**config.mk**
```make
export PLATFORM = sky130hd
export DESIGN_NAME = tx_timeslot_channel_control
export DESIGN_NICKNAME = d
export VERILOG_FILES = /design/src/hw/tx_ts_pkg.sv /design/src/hw/tx_timeslot_channel_control.sv
export SDC_FILE = /design/constraint.sdc
export NUM_CORES = 1
export LEC_CHECK = 0
export ABC_AREA = 1
export BUFFER_PORTS_ARGS = -buffer_cell sky130_fd_sc_hd__buf_2
export CORE_ASPECT_RATIO = 1.1
export CORE_MARGIN = 2
export CORE_UTILIZATION = 55
export CTS_BUF_LIST = sky130_fd_sc_hd__clkbuf_4 sky130_fd_sc_hd__clkbuf_8
export DETAILED_ROUTE_END_ITERATION = 16
export PLACE_DENSITY = 0.83
export SETUP_SLACK_MARGIN = 0.15
export SYNTH_ARGS = -nofsm -noshare
export SYNTH_HDL_FRONTEND = slang
export SYNTH_SLANG_ARGS = --single-unit
```
**constraint.sdc**
```tcl
create_clock -name core_clk -period 2 [get_ports core_clk]
set_input_delay 0.1 -clock core_clk [delete_from_list [all_inputs] [get_ports core_clk]]
set_output_delay 0.1 -clock core_clk [all_outputs]
set_load 0.02 [all_outputs]
```
**src/hw/tx_ts_pkg.sv**
```systemverilog
`default_nettype none
// ****************************************************************
// Shared constants and carriers of the transmit timeslot control.
// ****************************************************************
package tx_ts_pkg;

  // ****************************************************************
  // Register map.
  // ****************************************************************
  localparam int ADDR_W = 12;
  localparam logic [11:0] SDL_ADDR = 12'h10a;
  localparam logic [11:0] PART_ID_ADDR = 12'h1fe;
  localparam logic [11:0] REV_ADDR = 12'h1ff;
  localparam logic [11:0] TS_BASE = 12'h300;
  localparam logic [11:0] TS_END = 12'h317;
  localparam int TS_NUM = 24;
  localparam logic [7:0] REG_RESET = 8'h00;
  localparam logic [7:0] RD_IDLE = 8'h00;

  // ****************************************************************
  // Field positions.
  // ****************************************************************
  localparam int CSEL_HI = 7;
  localparam int CSEL_LO = 6;
  localparam int ZSEL_HI = 5;
  localparam int ZSEL_LO = 4;
  localparam int DESRC_HI = 3;
  localparam int DESRC_LO = 2;

  // ****************************************************************
  // Field codes.
  // ****************************************************************
  localparam logic [1:0] CSEL_CTL1 = 2'h0;
  localparam logic [1:0] CSEL_CTL2 = 2'h1;
  localparam logic [1:0] CSEL_SDL = 2'h2;
  localparam logic [1:0] CSEL_CTL3 = 2'h3;
  localparam logic [1:0] ZS_NONE = 2'h0;
  localparam logic [1:0] ZS_BIT7 = 2'h1;
  localparam logic [1:0] ZS_ALT = 2'h2;
  localparam logic [1:0] ZS_DDS = 2'h3;

  // Bit 8 is the least significant octet bit, bit 7 the next one up.
  localparam logic [7:0] BIT8_MASK = 8'h01;
  localparam logic [7:0] BIT7_MASK = 8'h02;
  localparam logic [7:0] DDS_CODE = 8'h98;
  localparam logic [7:0] ZERO_OCTET = 8'h00;

  // Owner of an outgoing octet.
  typedef enum logic [1:0] {
    OWN_CTL1 = 2'b00,
    OWN_CTL2 = 2'b01,
    OWN_CTL3 = 2'b10,
    OWN_SDL = 2'b11
  } owner_t;

  // Octet offered by the framer.
  typedef struct packed {
    logic [4:0] slot;
    logic sig_frame;
    logic sig_bit;
    logic datalink;
    logic [7:0] data;
  } in_octet_t;

  // Octet handed on toward the line.
  typedef struct packed {
    logic [4:0] slot;
    owner_t owner;
    logic [1:0] de_src;
    logic datalink;
    logic [7:0] data;
  } out_octet_t;

  // Whole state of the block.
  typedef struct packed {
    logic [TS_NUM-1:0][7:0] ts;
    logic [7:0] sdl;
    logic [7:0] rdata;
    out_octet_t [1:0] buffer;
    logic wr_ptr;
    logic rd_ptr;
    logic [1:0] count;
  } state_t;

  localparam logic [1:0] BUF_FULL = 2'h2;
  localparam logic [1:0] BUF_EMPTY = 2'h0;
  localparam logic [1:0] BUF_ONE = 2'h1;

endpackage : tx_ts_pkg

`default_nettype wire

```
**src/hw/tx_timeslot_channel_control.sv**
```systemverilog
`timescale 1ns/100ps
`default_nettype none

// How it works
// Select field 00/01/11 picks controller 1/2/3.
// Select 10 defers to signaling-select bits 3-2.
// Any controller on slots; datalink only controller 1.
// Twenty-four slot registers at consecutive addresses.
// Suppression field bits 5-4; 00 sends unchanged.
// Suppression 01 stuffs bit 7.
// Suppression 10 stuffs bit 8, or 7 conditionally.
// Suppression 11 replaces octet with 0x98.
// Read-only part identity, writes ignored.
// Read-only silicon revision register.
// Suppression acts only on all-zero octets.
module tx_timeslot_channel_control #(
  parameter logic [7:0] PART_IDENTITY = 8'h5a, // Arbitrary value.
  parameter logic [7:0] SILICON_REVISION = 8'h02 // Arbitrary value.
) (
  input wire logic core_clk,
  input wire logic sys_rst,
  input wire logic [11:0] reg_addr,
  input wire logic [7:0] reg_wdata,
  input wire logic reg_wr,
  input wire logic reg_rd,
  output logic [7:0] reg_rdata,
  input wire logic in_valid,
  output logic in_ready,
  input wire tx_ts_pkg::in_octet_t in_octet,
  output logic out_valid,
  input wire logic out_ready,
  output tx_ts_pkg::out_octet_t out_octet
);

  // ****************************************************************
  // Helper functions.
  // ****************************************************************

  // Tells whether an address falls on a timeslot control register.
  function automatic logic ts_hit(input logic [11:0] addr);
    ts_hit = (addr >= tx_ts_pkg::TS_BASE) && (addr <= tx_ts_pkg::TS_END);
  endfunction : ts_hit

  // Turns a timeslot register address into its slot number.
  function automatic logic [4:0] ts_idx(input logic [11:0] addr);
    logic [11:0] diff;
    diff = addr - tx_ts_pkg::TS_BASE;
    ts_idx = diff[4:0];
  endfunction : ts_idx

  // Applies the chosen zero code suppression to one octet.
  function automatic logic [7:0] suppress(input logic [7:0] data, input logic [1:0] mode,
                                          input logic sig_frame, input logic sig_bit);
    logic [7:0] res;
    res = data;
    if (data == tx_ts_pkg::ZERO_OCTET)
    begin
      case (mode)
        tx_ts_pkg::ZS_NONE: res = data;
        tx_ts_pkg::ZS_BIT7: res = data | tx_ts_pkg::BIT7_MASK;
        tx_ts_pkg::ZS_ALT:
        begin
          if (!sig_frame)
          begin
            res = data | tx_ts_pkg::BIT8_MASK;
          end
          else if (!sig_bit)
          begin
            res = data | tx_ts_pkg::BIT7_MASK;
          end
        end
        tx_ts_pkg::ZS_DDS: res = tx_ts_pkg::DDS_CODE;
        default: res = data;
      endcase
    end
    suppress = res;
  endfunction : suppress

  // ****************************************************************
  // State and handshake terms.
  // ****************************************************************
  tx_ts_pkg::state_t s;
  tx_ts_pkg::state_t next_s;
  logic accept;
  logic pop;
  logic [7:0] slot_cfg;
  tx_ts_pkg::out_octet_t entry;

  // Ready and valid come straight from the buffer fill level.
  assign in_ready = (s.count != tx_ts_pkg::BUF_FULL);
  assign out_valid = (s.count != tx_ts_pkg::BUF_EMPTY);
  assign accept = in_valid && in_ready;
  assign pop = out_valid && out_ready;
  assign out_octet = s.buffer[s.rd_ptr];
  assign reg_rdata = s.rdata;

  // ****************************************************************
  // Octet path: owner decode and suppression.
  // ****************************************************************

  // Builds the outgoing entry from the slot's control register.
  always_comb
  begin
    slot_cfg = tx_ts_pkg::REG_RESET;
    if (in_octet.slot < 5'(tx_ts_pkg::TS_NUM))
    begin
      slot_cfg = s.ts[in_octet.slot];
    end
    entry.slot = in_octet.slot;
    entry.datalink = in_octet.datalink;
    entry.de_src = s.sdl[tx_ts_pkg::DESRC_HI:tx_ts_pkg::DESRC_LO];
    entry.data = in_octet.data;
    if (in_octet.datalink)
    begin
      entry.owner = tx_ts_pkg::OWN_CTL1;
    end
    else
    begin
      case (slot_cfg[tx_ts_pkg::CSEL_HI:tx_ts_pkg::CSEL_LO])
        tx_ts_pkg::CSEL_CTL1: entry.owner = tx_ts_pkg::OWN_CTL1;
        tx_ts_pkg::CSEL_CTL2: entry.owner = tx_ts_pkg::OWN_CTL2;
        tx_ts_pkg::CSEL_CTL3: entry.owner = tx_ts_pkg::OWN_CTL3;
        tx_ts_pkg::CSEL_SDL: entry.owner = tx_ts_pkg::OWN_SDL;
        default: entry.owner = tx_ts_pkg::OWN_CTL1;
      endcase
      entry.data = suppress(in_octet.data, slot_cfg[tx_ts_pkg::ZSEL_HI:tx_ts_pkg::ZSEL_LO],
                            in_octet.sig_frame, in_octet.sig_bit);
    end
  end

  // ****************************************************************
  // Next state: registers, read port and two-entry buffer.
  // ****************************************************************

  // Computes the next state of the whole block.
  always_comb
  begin
    next_s = s;
    next_s.rdata = tx_ts_pkg::RD_IDLE;
    if (reg_wr)
    begin
      if (ts_hit(reg_addr))
      begin
        next_s.ts[ts_idx(reg_addr)] = reg_wdata;
      end
      else if (reg_addr == tx_ts_pkg::SDL_ADDR)
      begin
        next_s.sdl = reg_wdata;
      end
    end
    if (reg_rd)
    begin
      if (ts_hit(reg_addr))
      begin
        next_s.rdata = s.ts[ts_idx(reg_addr)];
      end
      else if (reg_addr == tx_ts_pkg::SDL_ADDR)
      begin
        next_s.rdata = s.sdl;
      end
      else if (reg_addr == tx_ts_pkg::PART_ID_ADDR)
      begin
        next_s.rdata = PART_IDENTITY;
      end
      else if (reg_addr == tx_ts_pkg::REV_ADDR)
      begin
        next_s.rdata = SILICON_REVISION;
      end
    end
    if (accept)
    begin
      next_s.buffer[s.wr_ptr] = entry;
      next_s.wr_ptr = ~s.wr_ptr;
    end
    if (pop)
    begin
      next_s.rd_ptr = ~s.rd_ptr;
    end
    if (accept && !pop)
    begin
      next_s.count = s.count + tx_ts_pkg::BUF_ONE;
    end
    else if (pop && !accept)
    begin
      next_s.count = s.count - tx_ts_pkg::BUF_ONE;
    end
  end

  // Registers the state; reset clears controls and empties the buffer.
  always_ff @(posedge core_clk)
  begin
    if (sys_rst)
    begin
      s <= '0;
    end
    else
    begin
      s <= next_s;
    end
  end

  // ****************************************************************
  // Checks.
  // ****************************************************************

  // Code 01 hands the slot to controller 2.
  owner_ctl_a : assert property (@(posedge core_clk) disable iff (sys_rst)
    (accept && s.count == tx_ts_pkg::BUF_EMPTY && !in_octet.datalink && in_octet.slot < 5'h18
     && slot_cfg[7:6] == tx_ts_pkg::CSEL_CTL2) |=> out_valid && out_octet.owner == tx_ts_pkg::OWN_CTL2)
    else $error("slot select 01 did not pick controller 2");

  // Code 10 defers to the signaling-select source bits.
  owner_defer_a : assert property (@(posedge core_clk) disable iff (sys_rst)
    (accept && s.count == tx_ts_pkg::BUF_EMPTY && !in_octet.datalink && in_octet.slot < 5'h18
     && slot_cfg[7:6] == tx_ts_pkg::CSEL_SDL) |=> out_octet.owner == tx_ts_pkg::OWN_SDL
     && out_octet.de_src == $past(s.sdl[3:2]))
    else $error("deferred slot lost its source select");

  // Datalink octets always belong to controller 1.
  datalink_owner_a : assert property (@(posedge core_clk) disable iff (sys_rst)
    (accept && s.count == tx_ts_pkg::BUF_EMPTY && in_octet.datalink)
    |=> out_octet.owner == tx_ts_pkg::OWN_CTL1 && out_octet.datalink)
    else $error("datalink octet not owned by controller 1");

  // A slot register write reads back at the next read.
  ts_readback_a : assert property (@(posedge core_clk) disable iff (sys_rst)
    (reg_wr && ts_hit(reg_addr)) ##1 (reg_rd && reg_addr == $past(reg_addr))
    |=> reg_rdata == $past(reg_wdata, 2))
    else $error("slot register read back wrong");

  // Suppression off leaves a zero octet zero.
  zs_none_a : assert property (@(posedge core_clk) disable iff (sys_rst)
    (accept && s.count == tx_ts_pkg::BUF_EMPTY && !in_octet.datalink && in_octet.slot < 5'h18
     && slot_cfg[5:4] == tx_ts_pkg::ZS_NONE) |=> out_octet.data == $past(in_octet.data))
    else $error("octet changed with suppression off");

  // Bit 7 stuffing on a zero octet.
  zs_bit7_a : assert property (@(posedge core_clk) disable iff (sys_rst)
    (accept && s.count == tx_ts_pkg::BUF_EMPTY && !in_octet.datalink && in_octet.slot < 5'h18
     && slot_cfg[5:4] == tx_ts_pkg::ZS_BIT7 && in_octet.data == 8'h00) |=> out_octet.data == 8'h02)
    else $error("bit 7 stuffing wrong");

  // Alternate scheme stuffs bit 8 outside signaling frames.
  zs_alt_a : assert property (@(posedge core_clk) disable iff (sys_rst)
    (accept && s.count == tx_ts_pkg::BUF_EMPTY && !in_octet.datalink && in_octet.slot < 5'h18
     && slot_cfg[5:4] == tx_ts_pkg::ZS_ALT && in_octet.data == 8'h00)
    |=> out_octet.data == ($past(in_octet.sig_frame) ? ($past(in_octet.sig_bit) ? 8'h00 : 8'h02)
                                                      : 8'h01))
    else $error("alternate stuffing wrong");

  // Data service suppression sends 0x98.
  zs_dds_a : assert property (@(posedge core_clk) disable iff (sys_rst)
    (accept && s.count == tx_ts_pkg::BUF_EMPTY && !in_octet.datalink && in_octet.slot < 5'h18
     && slot_cfg[5:4] == tx_ts_pkg::ZS_DDS && in_octet.data == 8'h00) |=> out_octet.data == 8'h98)
    else $error("data service code wrong");

  // Identity read is constant even after a write to it.
  part_id_a : assert property (@(posedge core_clk) disable iff (sys_rst)
    (reg_rd && reg_addr == tx_ts_pkg::PART_ID_ADDR) |=> reg_rdata == PART_IDENTITY)
    else $error("part identity read wrong");

  // Revision read returns the revision value.
  revision_read_a : assert property (@(posedge core_clk) disable iff (sys_rst)
    (reg_rd && reg_addr == tx_ts_pkg::REV_ADDR) |=> reg_rdata == SILICON_REVISION)
    else $error("revision read wrong");

  // Nonzero octets pass untouched by suppression.
  nonzero_pass_a : assert property (@(posedge core_clk) disable iff (sys_rst)
    (accept && s.count == tx_ts_pkg::BUF_EMPTY && in_octet.data != 8'h00)
    |=> out_octet.data == $past(in_octet.data))
    else $error("nonzero octet altered");

  // The buffer never overfills and holds while stalled.
  buffer_hold_a : assert property (@(posedge core_clk) disable iff (sys_rst)
    (out_valid && !out_ready) |=> out_valid && $stable(out_octet) && s.count <= 2'h2)
    else $error("stalled output changed");

  // Code 00 hands the slot to controller 1.
  owner_ctl1_a : assert property (@(posedge core_clk) disable iff (sys_rst)
    (accept && s.count == tx_ts_pkg::BUF_EMPTY && !in_octet.datalink && in_octet.slot < 5'h18
     && slot_cfg[7:6] == tx_ts_pkg::CSEL_CTL1) |=> out_octet.owner == tx_ts_pkg::OWN_CTL1)
    else $error("slot select 00 did not pick controller 1");

  // Code 11 hands the slot to controller 3.
  owner_ctl3_a : assert property (@(posedge core_clk) disable iff (sys_rst)
    (accept && s.count == tx_ts_pkg::BUF_EMPTY && !in_octet.datalink && in_octet.slot < 5'h18
     && slot_cfg[7:6] == tx_ts_pkg::CSEL_CTL3) |=> out_octet.owner == tx_ts_pkg::OWN_CTL3)
    else $error("slot select 11 did not pick controller 3");

  // A signaling select write reads back at the next read.
  sdl_readback_a : assert property (@(posedge core_clk) disable iff (sys_rst)
    (reg_wr && reg_addr == tx_ts_pkg::SDL_ADDR) ##1 (reg_rd && reg_addr == tx_ts_pkg::SDL_ADDR)
    |=> reg_rdata == $past(reg_wdata, 2))
    else $error("signaling select read back wrong");

  // Every octet carries its slot number and the current source select.
  octet_tags_a : assert property (@(posedge core_clk) disable iff (sys_rst)
    (accept && s.count == tx_ts_pkg::BUF_EMPTY) |=> out_octet.slot == $past(in_octet.slot)
     && out_octet.de_src == $past(s.sdl[3:2]))
    else $error("octet tags wrong");

  // Datalink octets bypass suppression.
  datalink_plain_a : assert property (@(posedge core_clk) disable iff (sys_rst)
    (accept && s.count == tx_ts_pkg::BUF_EMPTY && in_octet.datalink)
    |=> out_octet.data == $past(in_octet.data))
    else $error("datalink octet altered");

  // Slot numbers past the last register use controller 1 and no suppression.
  slot_range_a : assert property (@(posedge core_clk) disable iff (sys_rst)
    (accept && s.count == tx_ts_pkg::BUF_EMPTY && !in_octet.datalink && in_octet.slot >= 5'h18)
    |=> out_octet.owner == tx_ts_pkg::OWN_CTL1 && out_octet.data == $past(in_octet.data))
    else $error("slot beyond the map not passed plain");

  // Reads outside the map return the idle value.
  unmapped_read_a : assert property (@(posedge core_clk) disable iff (sys_rst)
    (reg_rd && !ts_hit(reg_addr) && reg_addr != tx_ts_pkg::SDL_ADDR
     && reg_addr != tx_ts_pkg::PART_ID_ADDR && reg_addr != tx_ts_pkg::REV_ADDR)
    |=> reg_rdata == tx_ts_pkg::RD_IDLE)
    else $error("unmapped read returned data");

  // Read data fall back to the idle value when no read was taken.
  rdata_idle_a : assert property (@(posedge core_clk) disable iff (sys_rst)
    !reg_rd |=> reg_rdata == tx_ts_pkg::RD_IDLE)
    else $error("read data stood too long");

  // Two octets taken without a pop fill the buffer.
  fill_refuse_a : assert property (@(posedge core_clk) disable iff (sys_rst)
    (accept && !pop && s.count == tx_ts_pkg::BUF_ONE) |=> !in_ready && out_valid)
    else $error("full buffer still takes octets");

  // Popping the only entry without a new one empties the buffer.
  drain_empty_a : assert property (@(posedge core_clk) disable iff (sys_rst)
    (pop && !accept && s.count == tx_ts_pkg::BUF_ONE) |=> !out_valid && in_ready)
    else $error("empty buffer still offers an octet");

  // An octet taken while the only entry leaves comes out next.
  pass_through_a : assert property (@(posedge core_clk) disable iff (sys_rst)
    (accept && pop && s.count == tx_ts_pkg::BUF_ONE) |=> out_valid
     && out_octet.slot == $past(in_octet.slot))
    else $error("buffer order broken");

  // The fill level never passes two entries.
  fill_bound_a : assert property (@(posedge core_clk) disable iff (sys_rst)
    s.count <= tx_ts_pkg::BUF_FULL)
    else $error("buffer fill level out of range");

endmodule : tx_timeslot_channel_control

`default_nettype wire

```
==> summary.txt <==
Place
  – IO buf count: 69
  – Placer Congestion: 0.969
  – Post-DP HPWL: 23500 um

Critical path
  – Worst-path cell chain: a22oi_1, a21oi_1, o21ai_0, nand4_1, nand2_1, a21oi_1
  – WP data arrival: 2.21 ns
  – CP peak stage delay: 0.51 ns
  – FF-to-FF End: reg_rdata[7]
  – RR Startpoint: s[183]
  – Worst path required time: 2.41 ns
  – Worst Setup SP: s[183]
  – Crit path max fanout: 3
  – Levels on crit path: 6
  – Family with the most delay on the worst path: compound AO/OA/AOI/OAI gates
  – CP Launch Type: flip-flop
  – R2R Setup Slk: 0.20 ns
  – Critical path class: flip-flop to flip-flop
  – Critical path buffers and inverters: 0
  – Most used cell along the critical path: a21oi_1
  – CP endpoint kind: flip-flop
  – R2R depth: 6
  – Slowest cell on crit path: o21ai_0
  – Critical Path End: reg_rdata[7]

Pwr
  – Sw Ratio: 26.1%
  – Clock power share: 43.1%
  – Int Pwr: 8590 uW
  – Flop pwr share: 44.2%
  – Psw: 3040 uW
  – PwrDens: 876 nW/um2
  – Combinational share of power: 12.7%
  – Worst IR Drop VDD: 0.391 mV
  – Design Power: 11600 uW
  – Pleak: 0.00539 uW

Final layout
  – P&R area growth vs syn: 16.8%
  – Share of post-route cells with drive strength above 1: 18.0%
  – # fillers: 1675
  – Seq. cell area: 4980 um2
  – Multi-input gate area: 5410 um2
  – Antenna Cells: 0
  – Most common cell after layout, fill and taps aside: o21ai_0
  – Fin nets: 1617
  – Most frequent cells in the layout: 273 x o21ai_0, 252 x a21oi_1, 237 x dfxtp_1, 207 x nand2_1, 88 x inv_1

Floorplanning
  – Die H: 155 um
  – Row cnt: 55
  – Ports: 70
  – Die ar.: 21800 um2
  – Core ar.: 20400 um2
  – Die Wd: 141 um
  – Initial Util: 55.6%

Global routing
  – Initial antenna violation count: 0
  – Largest net degree at the start of global routing: 99
  – Gr usage total: 31.5%
  – Overflow after GRT: 0
  – Vias in the first global route: 10500
  – First-pass GRT wire length: 55200 um

Timing
  – Max Clk Rate: 557 MHz
  – Fin Clk Skew: 0.0226 ns
  – Tcrit/Tclk final: 89.8%
  – Finish-stage setup viols: 0
  – Fin crit period: 1.80 ns
  – Fin. max-slew vios: 0
  – RSZ-0062 raised after global routing: yes
  – Hold WS: 0.0288 ns
  – Setup TNS: 0 ns
  – Tightest Pin Transition: 0.591 ns
  – Final hold violations: 0
  – Relative slew margins: 60.2%

Logic synthesis
  – Main area contributors after synthesis: dfxtp_1 44%, o21ai_0 13%, a21oi_1 11%, nand2_1 6.8%, a22oi_1 4.8%
  – Post-synth top area cell: dfxtp_1
  – Post-synth EDFFs: 0
  – Compound-Gate Fraction of Synth Area: 30.8%
  – Simple logic cell fraction of the synthesized area: 15.8%
  – Top cell type's share of synthesized area: 43.7%
  – Mapped Nets: 1533
  – Post-synthesis sequential area ratio: 43.7%
  – Syn Std Cell Area: 11400 um2
  – Post-synthesis area per instance: 7.64 um2
  – Ys Warns: 0
  – Main combinational cell family by area after synthesis: compound AO/OA/AOI/OAI gates
  – Cells after Synth: 1487
  – Mux share of post-synthesis cell area: 0%
  – Post-synth ARST share: 0%
  – Xor-xnor portion of the synthesized cell area: 0%
  – Number of distinct library cells after synthesis: 38
  – Prevailing post-synth register cell: dfxtp_1
  – Post-Synth Adder-Cell Area: 0.440%
  – Seq cells post-synth: 248

Routing
  – Initial DRT Pass Iterations: 6
  – Antenna-violating nets left: 0
  – Drt wl/cell: 19.1 um
  – Drt initial violations: 1285
  – Routed WL: 35400 um
  – Vias/cell: 6.17
  – Total number of vias: 11400
  – Drc violations: 0

CTS
  – Later-pin clock latency in the skew report: 0.54 ns
  – CTS tree: built
  – Clock-pin slew on the worst setup and hold paths: 0.07 ns
  – Total number of H-tree levels: 2
  – Total CTS buffers: 39
  – Clock buffer depth: 3
  – Root Driver: clkbuf_8
  – Clock sink count: 248

Status
  – Status: completed

Run
  – Maxcap violations: 0

Min path
  – Hold crit path type: input pin to flip-flop
[cell families (layout without fill, tap and decap cells)]
group           Yosys count  in the layout
compound gates          646            646
simple gates            369            369
flops                   248            248
buf+inv                 220            329
fa+ha+maj                 4              4
[synthesized netlist by cell type, types with 11 or more instances]
cell type  count
a22oi_1       72
nor2_4        25
nor2_1        32
buf_6         24
o21ai_0      289
dfxtp_1      248
nand2_1      207
nand4_1       11
nand3_1       73
buf_2         14
inv_1         92
a21oi_1      254
clkbuf_1      72
[flip-flops by register name, indices dropped and copies added, names as in the netlist]
| signal | cells |
|---|---|
| s | 238 |
| reg_rdata | 8 |
| entry | 2 |
[area by class of cell]
type	count	share of cell area [%]
inverters	98	2.79
clock inverters	6	1.17
flip-flops and latches	248	37.5
multi-input cells	1019	40.8
clock buffers	60	5.70
well taps	256	2.41
repair buffers	165	9.65
[worst register-to-register path, stage by stage, from the launching register on]
cell and delay [ns]:
dfxtp_1 0.34, a22oi_1 0.21, a21oi_1 0.13, o21ai_0 0.51, nand4_1 0.27, nand2_1 0.15, a21oi_1 0.08
[stage by stage]
| step | setup WS (ns) | instance area, um2 | util, % | instances |
|---|---|---|---|---|
| 3_3_place_gp | -0.0555 | 12200 | 59.4 | 1772 |
| 6_report | 0.204 | 13300 | 64.9 | 1852 |
| 3_5_place_dp | -0.0679 | 12200 | 59.4 | 1772 |
| 4_1_cts | 0.169 | 13200 | 64.6 | 1852 |
| 2_1_floorplan | 0.160 | 11400 | - | 1487 |
| 5_1_grt | 0.0802 | 13300 | 64.9 | 1852 |
[layer usage]
metal / track usage [%] / part of all wire [%] / up-vias
met3: 5.82 / 8.5 / 120
li1: - / - / 5333
met2: 51.3 / 47 / 629
met1: 40.0 / 40 / 5352
met4: 16.1 / 4.7 / 0
met5: 0 / 0 / -
[worst min-delay path by stage]
stage,start,end,cells past startpoint
floorplan,in_octet[6],s[28],1
global placement,in_octet[6],s[28],2
detailed placement,in_octet[6],s[28],2
CTS,in_octet[15],s[21],3
global route,in_octet[15],s[21],3
finish,in_octet[15],s[21],3
[what timing repair did]
item                       4_1_cts  5_1_grt
setup endpoints to repair        4        6
hold buffers                    14        0
resized for setup                2       41
hold endpoints to repair        28        0
pin swaps                        0       13
setup buffers                    0        0
[power groups by stage]
stage | combinational, uW | sequential [uW] | clock (uW)
global route | 1590 | 5150 | 5250
floorplan | 874 | 5220 | 0
global placement | 1360 | 5240 | 0
detailed placement | 1390 | 5240 | 0
finish | 1470 | 5140 | 5010
CTS | 1430 | 5140 | 5030
No activity file was read; power rests on OpenSTA's default activity.
